==> src/mcs_sync_regs.svh <==
// Register offsets, field positions and timing counts of the sync block
`ifndef MCS_SYNC_REGS_SVH
`define MCS_SYNC_REGS_SVH

`define MCS_OFF_CLKDIV      12'h10b
`define MCS_OFF_REFCTL      12'h120
`define MCS_OFF_IGNCNT      12'h121
`define MCS_OFF_TSDELAY     12'h123
`define MCS_OFF_MONITOR     12'h128
`define MCS_OFF_SYNCSEL     12'h1ff
`define MCS_OFF_CBFUNC      12'h559
`define MCS_OFF_CBCOUNT     12'h58f

`define MCS_RST_BYTE        8'h00
`define MCS_REFCTL_MODE_LSB 1
`define MCS_REFCTL_EDGE_BIT 3
`define MCS_REFCTL_TRAN_BIT 4
`define MCS_MODE_OFF        2'h0
`define MCS_MODE_CONT       2'h1
`define MCS_MODE_NSHOT      2'h2
`define MCS_CBFUNC_REF      3'h5
`define MCS_CBCOUNT_BAD     2'h3
`define MCS_IGN_MAX         5'h10

`define MCS_MON_SETUP_OK    4'h8
`define MCS_MON_HOLD_OK     4'h8
`define MCS_MON_HOLD_ERR    4'hf
`define MCS_MON_MIN_STABLE  4'h2
`define MCS_LMFC_CYCLES     8'h20

`define MCS_APB_CMD         8'h00
`define MCS_APB_STAT        8'h04
`define MCS_APB_PULSE       8'h08
`define MCS_APB_MARKS       8'h0c
`define MCS_PULSE_MIN       8'h02

`endif

==> src/mcs_pkg.sv <==
// State types of the two ends of the sync link, one type for each end
package mcs_pkg;
  typedef enum logic [1:0] {
    MCS_DISARMED = 2'b01,
    MCS_ARMED    = 2'b10
  } mcs_cap_state_t;

  typedef enum logic [2:0] {
    MCS_H_IDLE = 3'b001,
    MCS_H_BUSY = 3'b010,
    MCS_H_WAIT = 3'b100
  } mcs_host_state_t;
endpackage

==> src/mcs_link_if.sv <==
// Signals between the converter sync logic and the controlling logic device
interface mcs_link_if;
  logic        ref_pulse;
  logic        reg_wr;
  logic        reg_rd;
  logic [11:0] reg_addr;
  logic [7:0]  reg_wdata;
  logic [7:0]  reg_rdata;
  logic        reg_rvalid;
  logic [31:0] smp_data;
  logic [1:0]  smp_ctrl;
  logic        lmfc_tick;

  modport dev (input ref_pulse, reg_wr, reg_rd, reg_addr, reg_wdata,
               output reg_rdata, reg_rvalid, smp_data, smp_ctrl, lmfc_tick);
  modport host (output ref_pulse, reg_wr, reg_rd, reg_addr, reg_wdata,
                input reg_rdata, reg_rvalid, smp_data, smp_ctrl, lmfc_tick);
endinterface

==> src/mcs_ref_capture.sv <==
// Reference synchroniser, qualifying-edge detector and window monitor
`include "mcs_sync_regs.svh"
module mcs_ref_capture
  import mcs_pkg::*;
(
  input  wire logic       core_clk_i,
  input  wire logic       rstn_i,
  input  wire logic       ref_i,
  input  wire logic       late_edge_i,
  input  wire logic       fall_sel_i,
  output logic            event_o,
  output logic [7:0]      mon_o
);
  logic       sync1, sync2, sync3, prev;
  logic       next_prev;
  logic [3:0] stable;
  logic [3:0] next_stable;
  logic       pend;
  logic       next_pend;
  logic [7:0] next_mon;
  logic       lvl;

  always_comb
  begin
    lvl = late_edge_i ? sync3 : sync2;
    next_prev = lvl;
    event_o = fall_sel_i ? (prev & ~lvl) : (~prev & lvl);
    next_stable = (lvl != prev) ? 4'h0 : ((stable == 4'hf) ? stable : stable + 4'h1);
    next_pend = event_o;
    next_mon = mon_o;
    if (event_o)
    begin
      // Short prior level: setup margin too small
      if (stable < `MCS_MON_MIN_STABLE)
        next_mon = {4'h0, stable};
      else if (stable > 4'h8)
        next_mon = {`MCS_MON_HOLD_OK, `MCS_MON_SETUP_OK | 4'h7};
      else
        next_mon = {`MCS_MON_HOLD_OK, `MCS_MON_SETUP_OK | (stable - 4'h2)};
    end
    else if (pend && lvl == prev && stable == 4'h0)
      next_mon = mon_o;
    else if (pend && lvl != prev)
      next_mon = {`MCS_MON_HOLD_ERR, 4'h0};
  end

  always_ff @(posedge core_clk_i or negedge rstn_i)
  begin
    if (!rstn_i)
    begin
      sync1  <= 1'b0;
      sync2  <= 1'b0;
      sync3  <= 1'b0;
      prev   <= 1'b0;
      stable <= 4'h0;
      pend   <= 1'b0;
      mon_o  <= 8'h00;
    end
    else
    begin
      sync1  <= ref_i;
      sync2  <= sync1;
      sync3  <= sync2;
      prev   <= next_prev;
      stable <= next_stable;
      pend   <= next_pend;
      mon_o  <= next_mon;
    end
  end
endmodule

==> src/mcs_dev_end.sv <==
// Converter-side sync logic: registers, capture control, resync, timestamp
//
// Notes on behaviour
// Sync mode bit 0 selects normal/timestamp
// Normal mode: event resyncs divider, monitor, link
// Timestamp mode: no clock reset, sample marked
// Timestamp needs continuous or N-shot mode
// Timestamp needs control bit count 00-10
// Control bit 0 function 101 carries mark
// Seven-bit delay moves the marked sample
// No timestamp while decimating
// All channels share one pipeline latency
// Nonzero mode field arms capture
// N-shot clears mode field after capture
// Reference pulse at least two divided periods (the host enforces only two core clock cycles)
// Continuous period multiple of multiframe clock
// Prefer single or N-shot reference
// Transition bit picks rising or falling event
// Edge bit picks capturing clock edge
// N-shot ignores up to 16 events
// Monitor holds hold and setup status
// Hold 0, setup 0-7: setup error
// Setup 0, hold 9-F: hold error
// Hold 8, setup 9-F: best margin
// Monitor tells whether reference was captured
// Ignore counter decrements, then one capture
// Mark only on the coinciding delayed sample
//
// The implementer's own choice: the APB interface to the registers.
`include "mcs_sync_regs.svh"
module mcs_dev_end
  import mcs_pkg::*;
(
  input  wire logic        core_clk_i,
  input  wire logic        rstn_i,
  mcs_link_if.dev          link,
  input  wire logic [31:0] adc_data_i,
  input  wire logic        decimation_i,
  output logic             div_tick_o,
  output logic             resync_o,
  output logic [1:0]       ref_mode_o
);
  logic [7:0]     clkdiv, refctl, igncnt, tsdelay, syncsel, cbfunc, cbcount;
  logic [7:0]     next_clkdiv, next_refctl, next_igncnt, next_tsdelay;
  logic [7:0]     next_syncsel, next_cbfunc, next_cbcount;
  logic [7:0]     next_rdata;
  logic           next_rvalid;
  logic [4:0]     ign_left;
  logic [4:0]     next_ign_left;
  mcs_cap_state_t state;
  mcs_cap_state_t next_state;
  logic [2:0]     div_cnt;
  logic [2:0]     next_div_cnt;
  logic [7:0]     lmfc_cnt;
  logic [7:0]     next_lmfc_cnt;
  logic [127:0]   ts_line;
  logic [127:0]   next_ts_line;
  logic [31:0]    next_smp_data;
  logic [1:0]     next_smp_ctrl;
  logic           next_resync;
  logic           ref_event;
  logic [7:0]     mon;
  logic           capture;
  logic           ts_enable;
  logic           ts_mark;
  logic [2:0]     div_mask;
  logic [1:0]     mode;

  function automatic logic [2:0] div_mask_of(input logic [2:0] sel);
    case (sel)
      3'h1:    div_mask_of = 3'h1;
      3'h2:    div_mask_of = 3'h3;
      3'h3:    div_mask_of = 3'h7;
      default: div_mask_of = 3'h0;
    endcase
  endfunction

  mcs_ref_capture u_capture (
    .core_clk_i  (core_clk_i),
    .rstn_i      (rstn_i),
    .ref_i       (link.ref_pulse),
    .late_edge_i (refctl[`MCS_REFCTL_EDGE_BIT]),
    .fall_sel_i  (refctl[`MCS_REFCTL_TRAN_BIT]),
    .event_o     (ref_event),
    .mon_o       (mon)
  );

  assign mode       = refctl[`MCS_REFCTL_MODE_LSB +: 2];
  assign ref_mode_o = mode;
  assign div_mask   = div_mask_of(clkdiv[2:0]);
  assign div_tick_o = (div_cnt & div_mask) == 3'h0;

  // Capture state machine
  always_comb
  begin
    next_state = state;
    next_ign_left = ign_left;
    capture = 1'b0;
    case (state)
      MCS_DISARMED:
        if (mode != `MCS_MODE_OFF)
          next_state = MCS_ARMED;
      MCS_ARMED:
      begin
        if (mode == `MCS_MODE_OFF)
          next_state = MCS_DISARMED;
        else if (ref_event)
        begin
          if (mode == `MCS_MODE_NSHOT && ign_left != 5'h0)
            next_ign_left = ign_left - 5'h1;
          else
          begin
            capture = 1'b1;
            if (mode == `MCS_MODE_NSHOT)
              next_state = MCS_DISARMED;
          end
        end
      end
      default: next_state = MCS_DISARMED;
    endcase
    if (link.reg_wr && link.reg_addr == `MCS_OFF_REFCTL)
      next_ign_left = (igncnt[4:0] > `MCS_IGN_MAX) ? `MCS_IGN_MAX : igncnt[4:0];
  end

  // Register file
  always_comb
  begin
    next_clkdiv  = clkdiv;
    next_refctl  = refctl;
    next_igncnt  = igncnt;
    next_tsdelay = tsdelay;
    next_syncsel = syncsel;
    next_cbfunc  = cbfunc;
    next_cbcount = cbcount;
    if (capture && mode == `MCS_MODE_NSHOT)
      next_refctl[`MCS_REFCTL_MODE_LSB +: 2] = `MCS_MODE_OFF;
    if (link.reg_wr)
    begin
      case (link.reg_addr)
        `MCS_OFF_CLKDIV:  next_clkdiv  = link.reg_wdata;
        `MCS_OFF_REFCTL:  next_refctl  = link.reg_wdata;
        `MCS_OFF_IGNCNT:  next_igncnt  = link.reg_wdata;
        `MCS_OFF_TSDELAY: next_tsdelay = link.reg_wdata;
        `MCS_OFF_SYNCSEL: next_syncsel = link.reg_wdata;
        `MCS_OFF_CBFUNC:  next_cbfunc  = link.reg_wdata;
        `MCS_OFF_CBCOUNT: next_cbcount = link.reg_wdata;
        default:          next_clkdiv  = clkdiv;
      endcase
    end
    next_rvalid = link.reg_rd;
    case (link.reg_addr)
      `MCS_OFF_CLKDIV:  next_rdata = clkdiv;
      `MCS_OFF_REFCTL:  next_rdata = refctl;
      `MCS_OFF_IGNCNT:  next_rdata = igncnt;
      `MCS_OFF_TSDELAY: next_rdata = tsdelay;
      `MCS_OFF_MONITOR: next_rdata = mon;
      `MCS_OFF_SYNCSEL: next_rdata = syncsel;
      `MCS_OFF_CBFUNC:  next_rdata = cbfunc;
      `MCS_OFF_CBCOUNT: next_rdata = cbcount;
      default:          next_rdata = 8'h00;
    endcase
  end

  // Resync of divider and multiframe counter, timestamp delay line
  always_comb
  begin
    next_resync = capture && !syncsel[0];
    next_div_cnt = next_resync ? 3'h0 : div_cnt + 3'h1;
    if (next_resync || lmfc_cnt == `MCS_LMFC_CYCLES - 8'h1)
      next_lmfc_cnt = 8'h00;
    else
      next_lmfc_cnt = lmfc_cnt + 8'h01;
    // Mark settings the far side must program are checked, not trusted
    ts_enable = syncsel[0]
                && cbfunc[2:0] == `MCS_CBFUNC_REF
                && cbcount[7:6] != `MCS_CBCOUNT_BAD
                && !decimation_i;
    next_ts_line = {ts_line[126:0], capture && ts_enable};
    // Delay 0 marks the sample of the capture cycle itself
    ts_mark = (tsdelay[6:0] == 7'h00) ? (capture && ts_enable)
                                      : ts_line[tsdelay[6:0] - 7'h01];
    next_smp_data = adc_data_i;
    next_smp_ctrl = {1'b0, ts_mark && syncsel[0]};
  end

  always_ff @(posedge core_clk_i or negedge rstn_i)
  begin
    if (!rstn_i)
    begin
      clkdiv          <= `MCS_RST_BYTE;
      refctl          <= `MCS_RST_BYTE;
      igncnt          <= `MCS_RST_BYTE;
      tsdelay         <= `MCS_RST_BYTE;
      syncsel         <= `MCS_RST_BYTE;
      cbfunc          <= `MCS_RST_BYTE;
      cbcount         <= `MCS_RST_BYTE;
      link.reg_rdata  <= 8'h00;
      link.reg_rvalid <= 1'b0;
      state           <= MCS_DISARMED;
      ign_left        <= 5'h00;
      div_cnt         <= 3'h0;
      lmfc_cnt        <= 8'h00;
      ts_line         <= '0;
      link.smp_data   <= 32'h0000_0000;
      link.smp_ctrl   <= 2'h0;
      link.lmfc_tick  <= 1'b0;
      resync_o        <= 1'b0;
    end
    else
    begin
      clkdiv          <= next_clkdiv;
      refctl          <= next_refctl;
      igncnt          <= next_igncnt;
      tsdelay         <= next_tsdelay;
      syncsel         <= next_syncsel;
      cbfunc          <= next_cbfunc;
      cbcount         <= next_cbcount;
      link.reg_rdata  <= next_rdata;
      link.reg_rvalid <= next_rvalid;
      state           <= next_state;
      ign_left        <= next_ign_left;
      div_cnt         <= next_div_cnt;
      lmfc_cnt        <= next_lmfc_cnt;
      ts_line         <= next_ts_line;
      link.smp_data   <= next_smp_data;
      link.smp_ctrl   <= next_smp_ctrl;
      link.lmfc_tick  <= next_lmfc_cnt == 8'h00;
      resync_o        <= next_resync;
    end
  end
endmodule

==> src/flat_wrapper.sv <==
// flat-port wrapper written by rule: the top's interface ports become plain ports
module mcs_dev_end_flat import mcs_pkg::*;
  (core_clk_i, rstn_i, adc_data_i, decimation_i, div_tick_o, resync_o, ref_mode_o, link_ref_pulse, link_reg_wr, link_reg_rd, link_reg_addr, link_reg_wdata, link_reg_rdata, link_reg_rvalid, link_smp_data, link_smp_ctrl, link_lmfc_tick);
  mcs_link_if link_i ();
  input  wire logic core_clk_i;
  input  wire logic rstn_i;
  input  wire logic [31:0] adc_data_i;
  input  wire logic decimation_i;
  output logic div_tick_o;
  output logic resync_o;
  output logic [1:0] ref_mode_o;
  input wire logic [$bits(link_i.ref_pulse)-1:0] link_ref_pulse;
  input wire logic [$bits(link_i.reg_wr)-1:0] link_reg_wr;
  input wire logic [$bits(link_i.reg_rd)-1:0] link_reg_rd;
  input wire logic [$bits(link_i.reg_addr)-1:0] link_reg_addr;
  input wire logic [$bits(link_i.reg_wdata)-1:0] link_reg_wdata;
  output wire logic [$bits(link_i.reg_rdata)-1:0] link_reg_rdata;
  output wire logic [$bits(link_i.reg_rvalid)-1:0] link_reg_rvalid;
  output wire logic [$bits(link_i.smp_data)-1:0] link_smp_data;
  output wire logic [$bits(link_i.smp_ctrl)-1:0] link_smp_ctrl;
  output wire logic [$bits(link_i.lmfc_tick)-1:0] link_lmfc_tick;
  assign link_i.ref_pulse = link_ref_pulse;
  assign link_i.reg_wr = link_reg_wr;
  assign link_i.reg_rd = link_reg_rd;
  assign link_i.reg_addr = link_reg_addr;
  assign link_i.reg_wdata = link_reg_wdata;
  assign link_reg_rdata = link_i.reg_rdata;
  assign link_reg_rvalid = link_i.reg_rvalid;
  assign link_smp_data = link_i.smp_data;
  assign link_smp_ctrl = link_i.smp_ctrl;
  assign link_lmfc_tick = link_i.lmfc_tick;
  mcs_dev_end u_core (.core_clk_i(core_clk_i), .rstn_i(rstn_i), .link(link_i), .adc_data_i(adc_data_i), .decimation_i(decimation_i), .div_tick_o(div_tick_o), .resync_o(resync_o), .ref_mode_o(ref_mode_o));
endmodule
==> config.mk <==
export PLATFORM = sky130hd
export DESIGN_NAME = mcs_dev_end_flat
export DESIGN_NICKNAME = d
export VERILOG_FILES = /design/src/mcs_pkg.sv /design/src/mcs_link_if.sv /design/src/mcs_ref_capture.sv /design/src/mcs_dev_end.sv /design/src/flat_wrapper.sv
export VERILOG_INCLUDE_DIRS = /design/src
export SDC_FILE = /design/constraint.sdc
export NUM_CORES = 1
export LEC_CHECK = 0
export ABC_AREA = 1
export BUFFER_PORTS_ARGS = -buffer_cell sky130_fd_sc_hd__buf_4
export CAP_MARGIN = 10
export CORE_MARGIN = 4
export CORE_UTILIZATION = 30
export CTS_CLUSTER_DIAMETER = 80
export CTS_CLUSTER_SIZE = 40
export DETAILED_ROUTE_END_ITERATION = 8
export PLACE_DENSITY = 0.42
export RECOVER_POWER = 100
export SETUP_SLACK_MARGIN = 0.15
export SYNTH_ARGS = -nofsm -noshare
export SYNTH_HDL_FRONTEND = slang
export SYNTH_SLANG_ARGS = --single-unit
==> constraint.sdc <==
create_clock -name core_clk_i -period 6.7 [get_ports core_clk_i]
set_input_delay 0.335 -clock core_clk_i [delete_from_list [all_inputs] [get_ports core_clk_i]]
set_output_delay 0.335 -clock core_clk_i [all_outputs]
set_load 0.05 [all_outputs]
==> out/metrics.yaml <==
synthAdderAreaFrac_pct: 1.47
gp_congestion: 0.755
drc: 0
syn_inst: 1015
ant_nets: 0
portion_of_netlist_area_occupied_by_mux_cells_pct: 0
synth_top_family_by_area: "simple AND/OR/NAND/NOR gates"
synth_area_leaders: "sky130_fd_sc_hd__dfrtp_1, sky130_fd_sc_hd__nand2_1, sky130_fd_sc_hd__nand3_1"
fin_cells: 1608
failing_checks: "max-capacitance violations, max-slew violations"
rsz_0062_raised_after_global_routing: "false"
layout_min_cycle_time_ns: 3.45
cts_post_setup_buffers_inserted: 0
dr.pass1.iters: 4
final_max_slew_viol_count: 118
detailed_place.area_um2: 11400
report.final.hold_viol_count: 0
worstMarginPinSlew_ns: 2.99
nFillCells: 3506
routed-via-count: 7187
power.total_mw: 3.18
groute.usage.overall_pct: 13.8
grt_first_pass_wirelength_um: 41100
initial_utilization_pct: 30.4
ys_warn_count: 0
numClockSinks: 261
num-nets-final: 1216
setup_total_negative_slack_ns: 0
worstSkewPairLatency_ns: 0.52
drt_iter0_drc: 387
clock_skew_ns: 0.0167
layout_worst_path_cycle_share_pct: 51.5
grt-ovfl-total: 0
async_flop_share_pct: 100
synth_compound_gate_area_share_pct: 6.40
clockRootBuffer: "sky130_fd_sc_hd__clkbuf_16"
postSynthRegisterBits: 261
grt_max_degree: 145
row_count: 67
status: "finished, violations left"
dp.final_hpwl_um: 16200
basic_gate_share_of_the_synthesized_area_counting_and_or_nand_and_nor_cells_pct: 21.9
ys.flop_type: "sky130_fd_sc_hd__dfrtp_1"
synth.avg_cell_area_um2: 10.0
timing.max_slew.rel_slack_pct: -99.3
timing.fmax_mhz: 290
cts_tree: "yes"
num_antenna_cells: 0
antenna_found_initial: 0
post-synth-top-area-fraction_pct: 63.9
wire_per_inst_um: 15.5
rrSetupSlack_ns: 3.25
synth_top_area_cell: "sky130_fd_sc_hd__dfrtp_1"
synth_xor_area_share_pct: 0.860
cp.required_ns: 7.11
max_cap_viol_count: 1
ir_worst_vdd_uv: 188
timing.critical_path.arrival_ns: 3.86
grt_pass1_vias: 7539
design.die.area_um2: 37000
clock_tree.buffer_depth: 3
power_density_nw_per_um2: 262
share_of_cells_above_drive_strength_1_pct: 9.83
floorplan.die.width_um: 192
design_area_um2: 12200
hold_path.class: "in -> reg"
count_of_boundary_i_o_pins: 106
area_growth_syn_to_layout_pct: 19.5
tritoncts.num_buffers: 20
p_leak_nw: 5.77
worstSetupStartpointType: "flop"
critical_path_class: "reg -> reg"
dieHeight_um: 192
synth_cell_types: 46
fp.coreArea_um2: 33500
cts.reportedPaths.clkPinSlew_ns: 0.09
synth_sequential_area_ratio_pct: 64.1
min_hold_slack_ns: 0.0541
port_buffers: 104
timing.final.setup_violations: 0
post_synth_instance_area_um2: 10200
ctsHtreeMaxLevel: 1
worstPathMaxFanout: 8
critical_path.endpoint_type: "flop"
place_inst: 1537
routed_wirelength_um: 24900
synth_enable_flop_cells: 0
via_density_per_instance: 4.47
mappedNetlistNets: 1085
## final cells by class
class,instances,area [um^2],area share [%]
Timing Repair Buffer,144,998,8.21
Inverter,86,325,2.67
Tap cell,448,561,4.61
Multi-Input combinational cell,633,3010,24.7
Clock buffer,21,526,4.32
Clock inverter,15,214,1.76
Sequential cell,261,6530,53.7
## cells by family after synthesis
kind of cell | count (synthesis)
AOI/OAI and AO/OA | 107
xor gates and xnor gates | 10
adders and majority gates | 12
buffers and inverters | 121
and+or+nand+nor | 503
DFF | 261
other | 1
## synthesized netlist by cell type (2+ instances only)
cell type                  instances
sky130_fd_sc_hd__nand3b_1          3
sky130_fd_sc_hd__o211ai_1          2
sky130_fd_sc_hd__inv_2             8
sky130_fd_sc_hd__buf_4            10
sky130_fd_sc_hd__dfrtp_1         260
sky130_fd_sc_hd__nand3_1         145
sky130_fd_sc_hd__xor2_1           10
sky130_fd_sc_hd__o21ai_1           5
sky130_fd_sc_hd__nand4_1          10
sky130_fd_sc_hd__nor2_1           46
sky130_fd_sc_hd__buf_2            16
sky130_fd_sc_hd__o21ai_0          55
sky130_fd_sc_hd__nand2_4           3
sky130_fd_sc_hd__nand2_1         268
sky130_fd_sc_hd__clkbuf_1          7
sky130_fd_sc_hd__ha_1             12
sky130_fd_sc_hd__o21ai_2          12
sky130_fd_sc_hd__a211oi_1          2
sky130_fd_sc_hd__buf_6             2
sky130_fd_sc_hd__or2_2             2
sky130_fd_sc_hd__inv_1            75
sky130_fd_sc_hd__a22o_1            6
sky130_fd_sc_hd__nand2_2           8
sky130_fd_sc_hd__a21oi_1          11
sky130_fd_sc_hd__nor3_4            2
sky130_fd_sc_hd__o22ai_1           4
sky130_fd_sc_hd__nor3b_1           2
sky130_fd_sc_hd__nor4_1            2
sky130_fd_sc_hd__nor3_1            9
sky130_fd_sc_hd__o221ai_1          2
## through the flow
stage	util, %	setup WS (ns)
global route	36.3	2.87
floorplan	-	4.55
detailed placement	33.9	3.86
CTS	37.2	3.85
global placement	33.9	3.91
finish	36.3	3.25
## layer usage
| metal | global-route usage [%] | wire length, um | share of wire [%] |
|---|---|---|---|
| met4 | 2.83 | 444 | 1.8 |
| met3 | 2.13 | 912 | 3.7 |
| met2 | 22.7 | 11700 | 47 |
| met5 | 0 | 0 | 0 |
| met1 | 19.5 | 11800 | 47 |
## worst max-delay path, cell delays in order (launching register included)
cell	delay, ns
sky130_fd_sc_hd__dfrtp_1	0.35
sky130_fd_sc_hd__inv_1	0.09
sky130_fd_sc_hd__or2_2	0.27
sky130_fd_sc_hd__o21ai_0	0.10
sky130_fd_sc_hd__inv_1	0.08
sky130_fd_sc_hd__ha_1	0.18
sky130_fd_sc_hd__nand2_1	0.06
sky130_fd_sc_hd__and2_0	0.42
sky130_fd_sc_hd__clkinvlp_2	0.45
sky130_fd_sc_hd__nand4_1	0.40
sky130_fd_sc_hd__o21ai_0	0.42
sky130_fd_sc_hd__nor3_1	0.33
sky130_fd_sc_hd__nor2_1	0.07
sky130_fd_sc_hd__nand2_1	0.07
sky130_fd_sc_hd__nor2_1	0.05
## where the power goes
group,leakage (nW),switching [mW],internal (mW),total [mW]
combinational,1.92,0.155,0.0719,0.227
clock,0.353,0.687,0.633,1.32
sequential,3.50,0.0223,1.61,1.64
## state kept, by name (all words and copies together), names as in the netlist, 2 cells and up
register                 count
u_core.ts_line             128
u_core.tsdelay               8
u_core.link.reg_rdata        8
u_core.cbcount               8
u_core.clkdiv                8
u_core.lmfc_cnt              8
u_core.igncnt                8
u_core.ign_left              5
u_core.refctl                8
u_core.u_capture.mon_o       6
u_core.div_cnt               3
u_core.state                 2
u_core.cbfunc                8
u_core.u_capture.stable      4
u_core.syncsel               8
u_core.link.smp_data        32
## repair_timing
action                                 4_1_cts  5_1_grt
endpoints found under the hold margin      150        0
hold buffers                                35        0
gates resized for setup                      0        0
setup endpoints to repair                    0        0
## placed cells by master (no fill, tap or decap), types with 12 or more instances in the layout
master,instances
sky130_fd_sc_hd__nand3_1,145
sky130_fd_sc_hd__clkbuf_16,21
sky130_fd_sc_hd__clkbuf_1,48
sky130_fd_sc_hd__nor2_1,46
sky130_fd_sc_hd__nand2_1,276
sky130_fd_sc_hd__o21ai_0,68
sky130_fd_sc_hd__clkbuf_4,36
sky130_fd_sc_hd__buf_4,23
sky130_fd_sc_hd__inv_1,79
sky130_fd_sc_hd__dfrtp_1,259
sky130_fd_sc_hd__nor3_1,12
sky130_fd_sc_hd__ha_1,12
sky130_fd_sc_hd__dlygate4sd3_1,35
## worst paths after layout
kind	depth (start not counted)	start	end
max	14	u_core.refctl[3]$_DFFE_PN0P_	u_core.link.lmfc_tick$_DFF_PN0_
min	3	link_reg_wdata[1]	u_core.refctl[1]$_DFF_PN0_
max reg2reg	14	u_core.refctl[3]$_DFFE_PN0P_	u_core.link.lmfc_tick$_DFF_PN0_
min reg2reg	0	u_core.u_capture.sync1$_DFF_PN0_	u_core.u_capture.sync2$_DFF_PN0_
max in group asynchronous	3	rstn_i	u_core.div_cnt[2]$_DFF_PN0_
min in group asynchronous	2	rstn_i	u_core.link.smp_data[4]$_DFF_PN0_
Note: power is estimated with default switching activity, not from simulation.
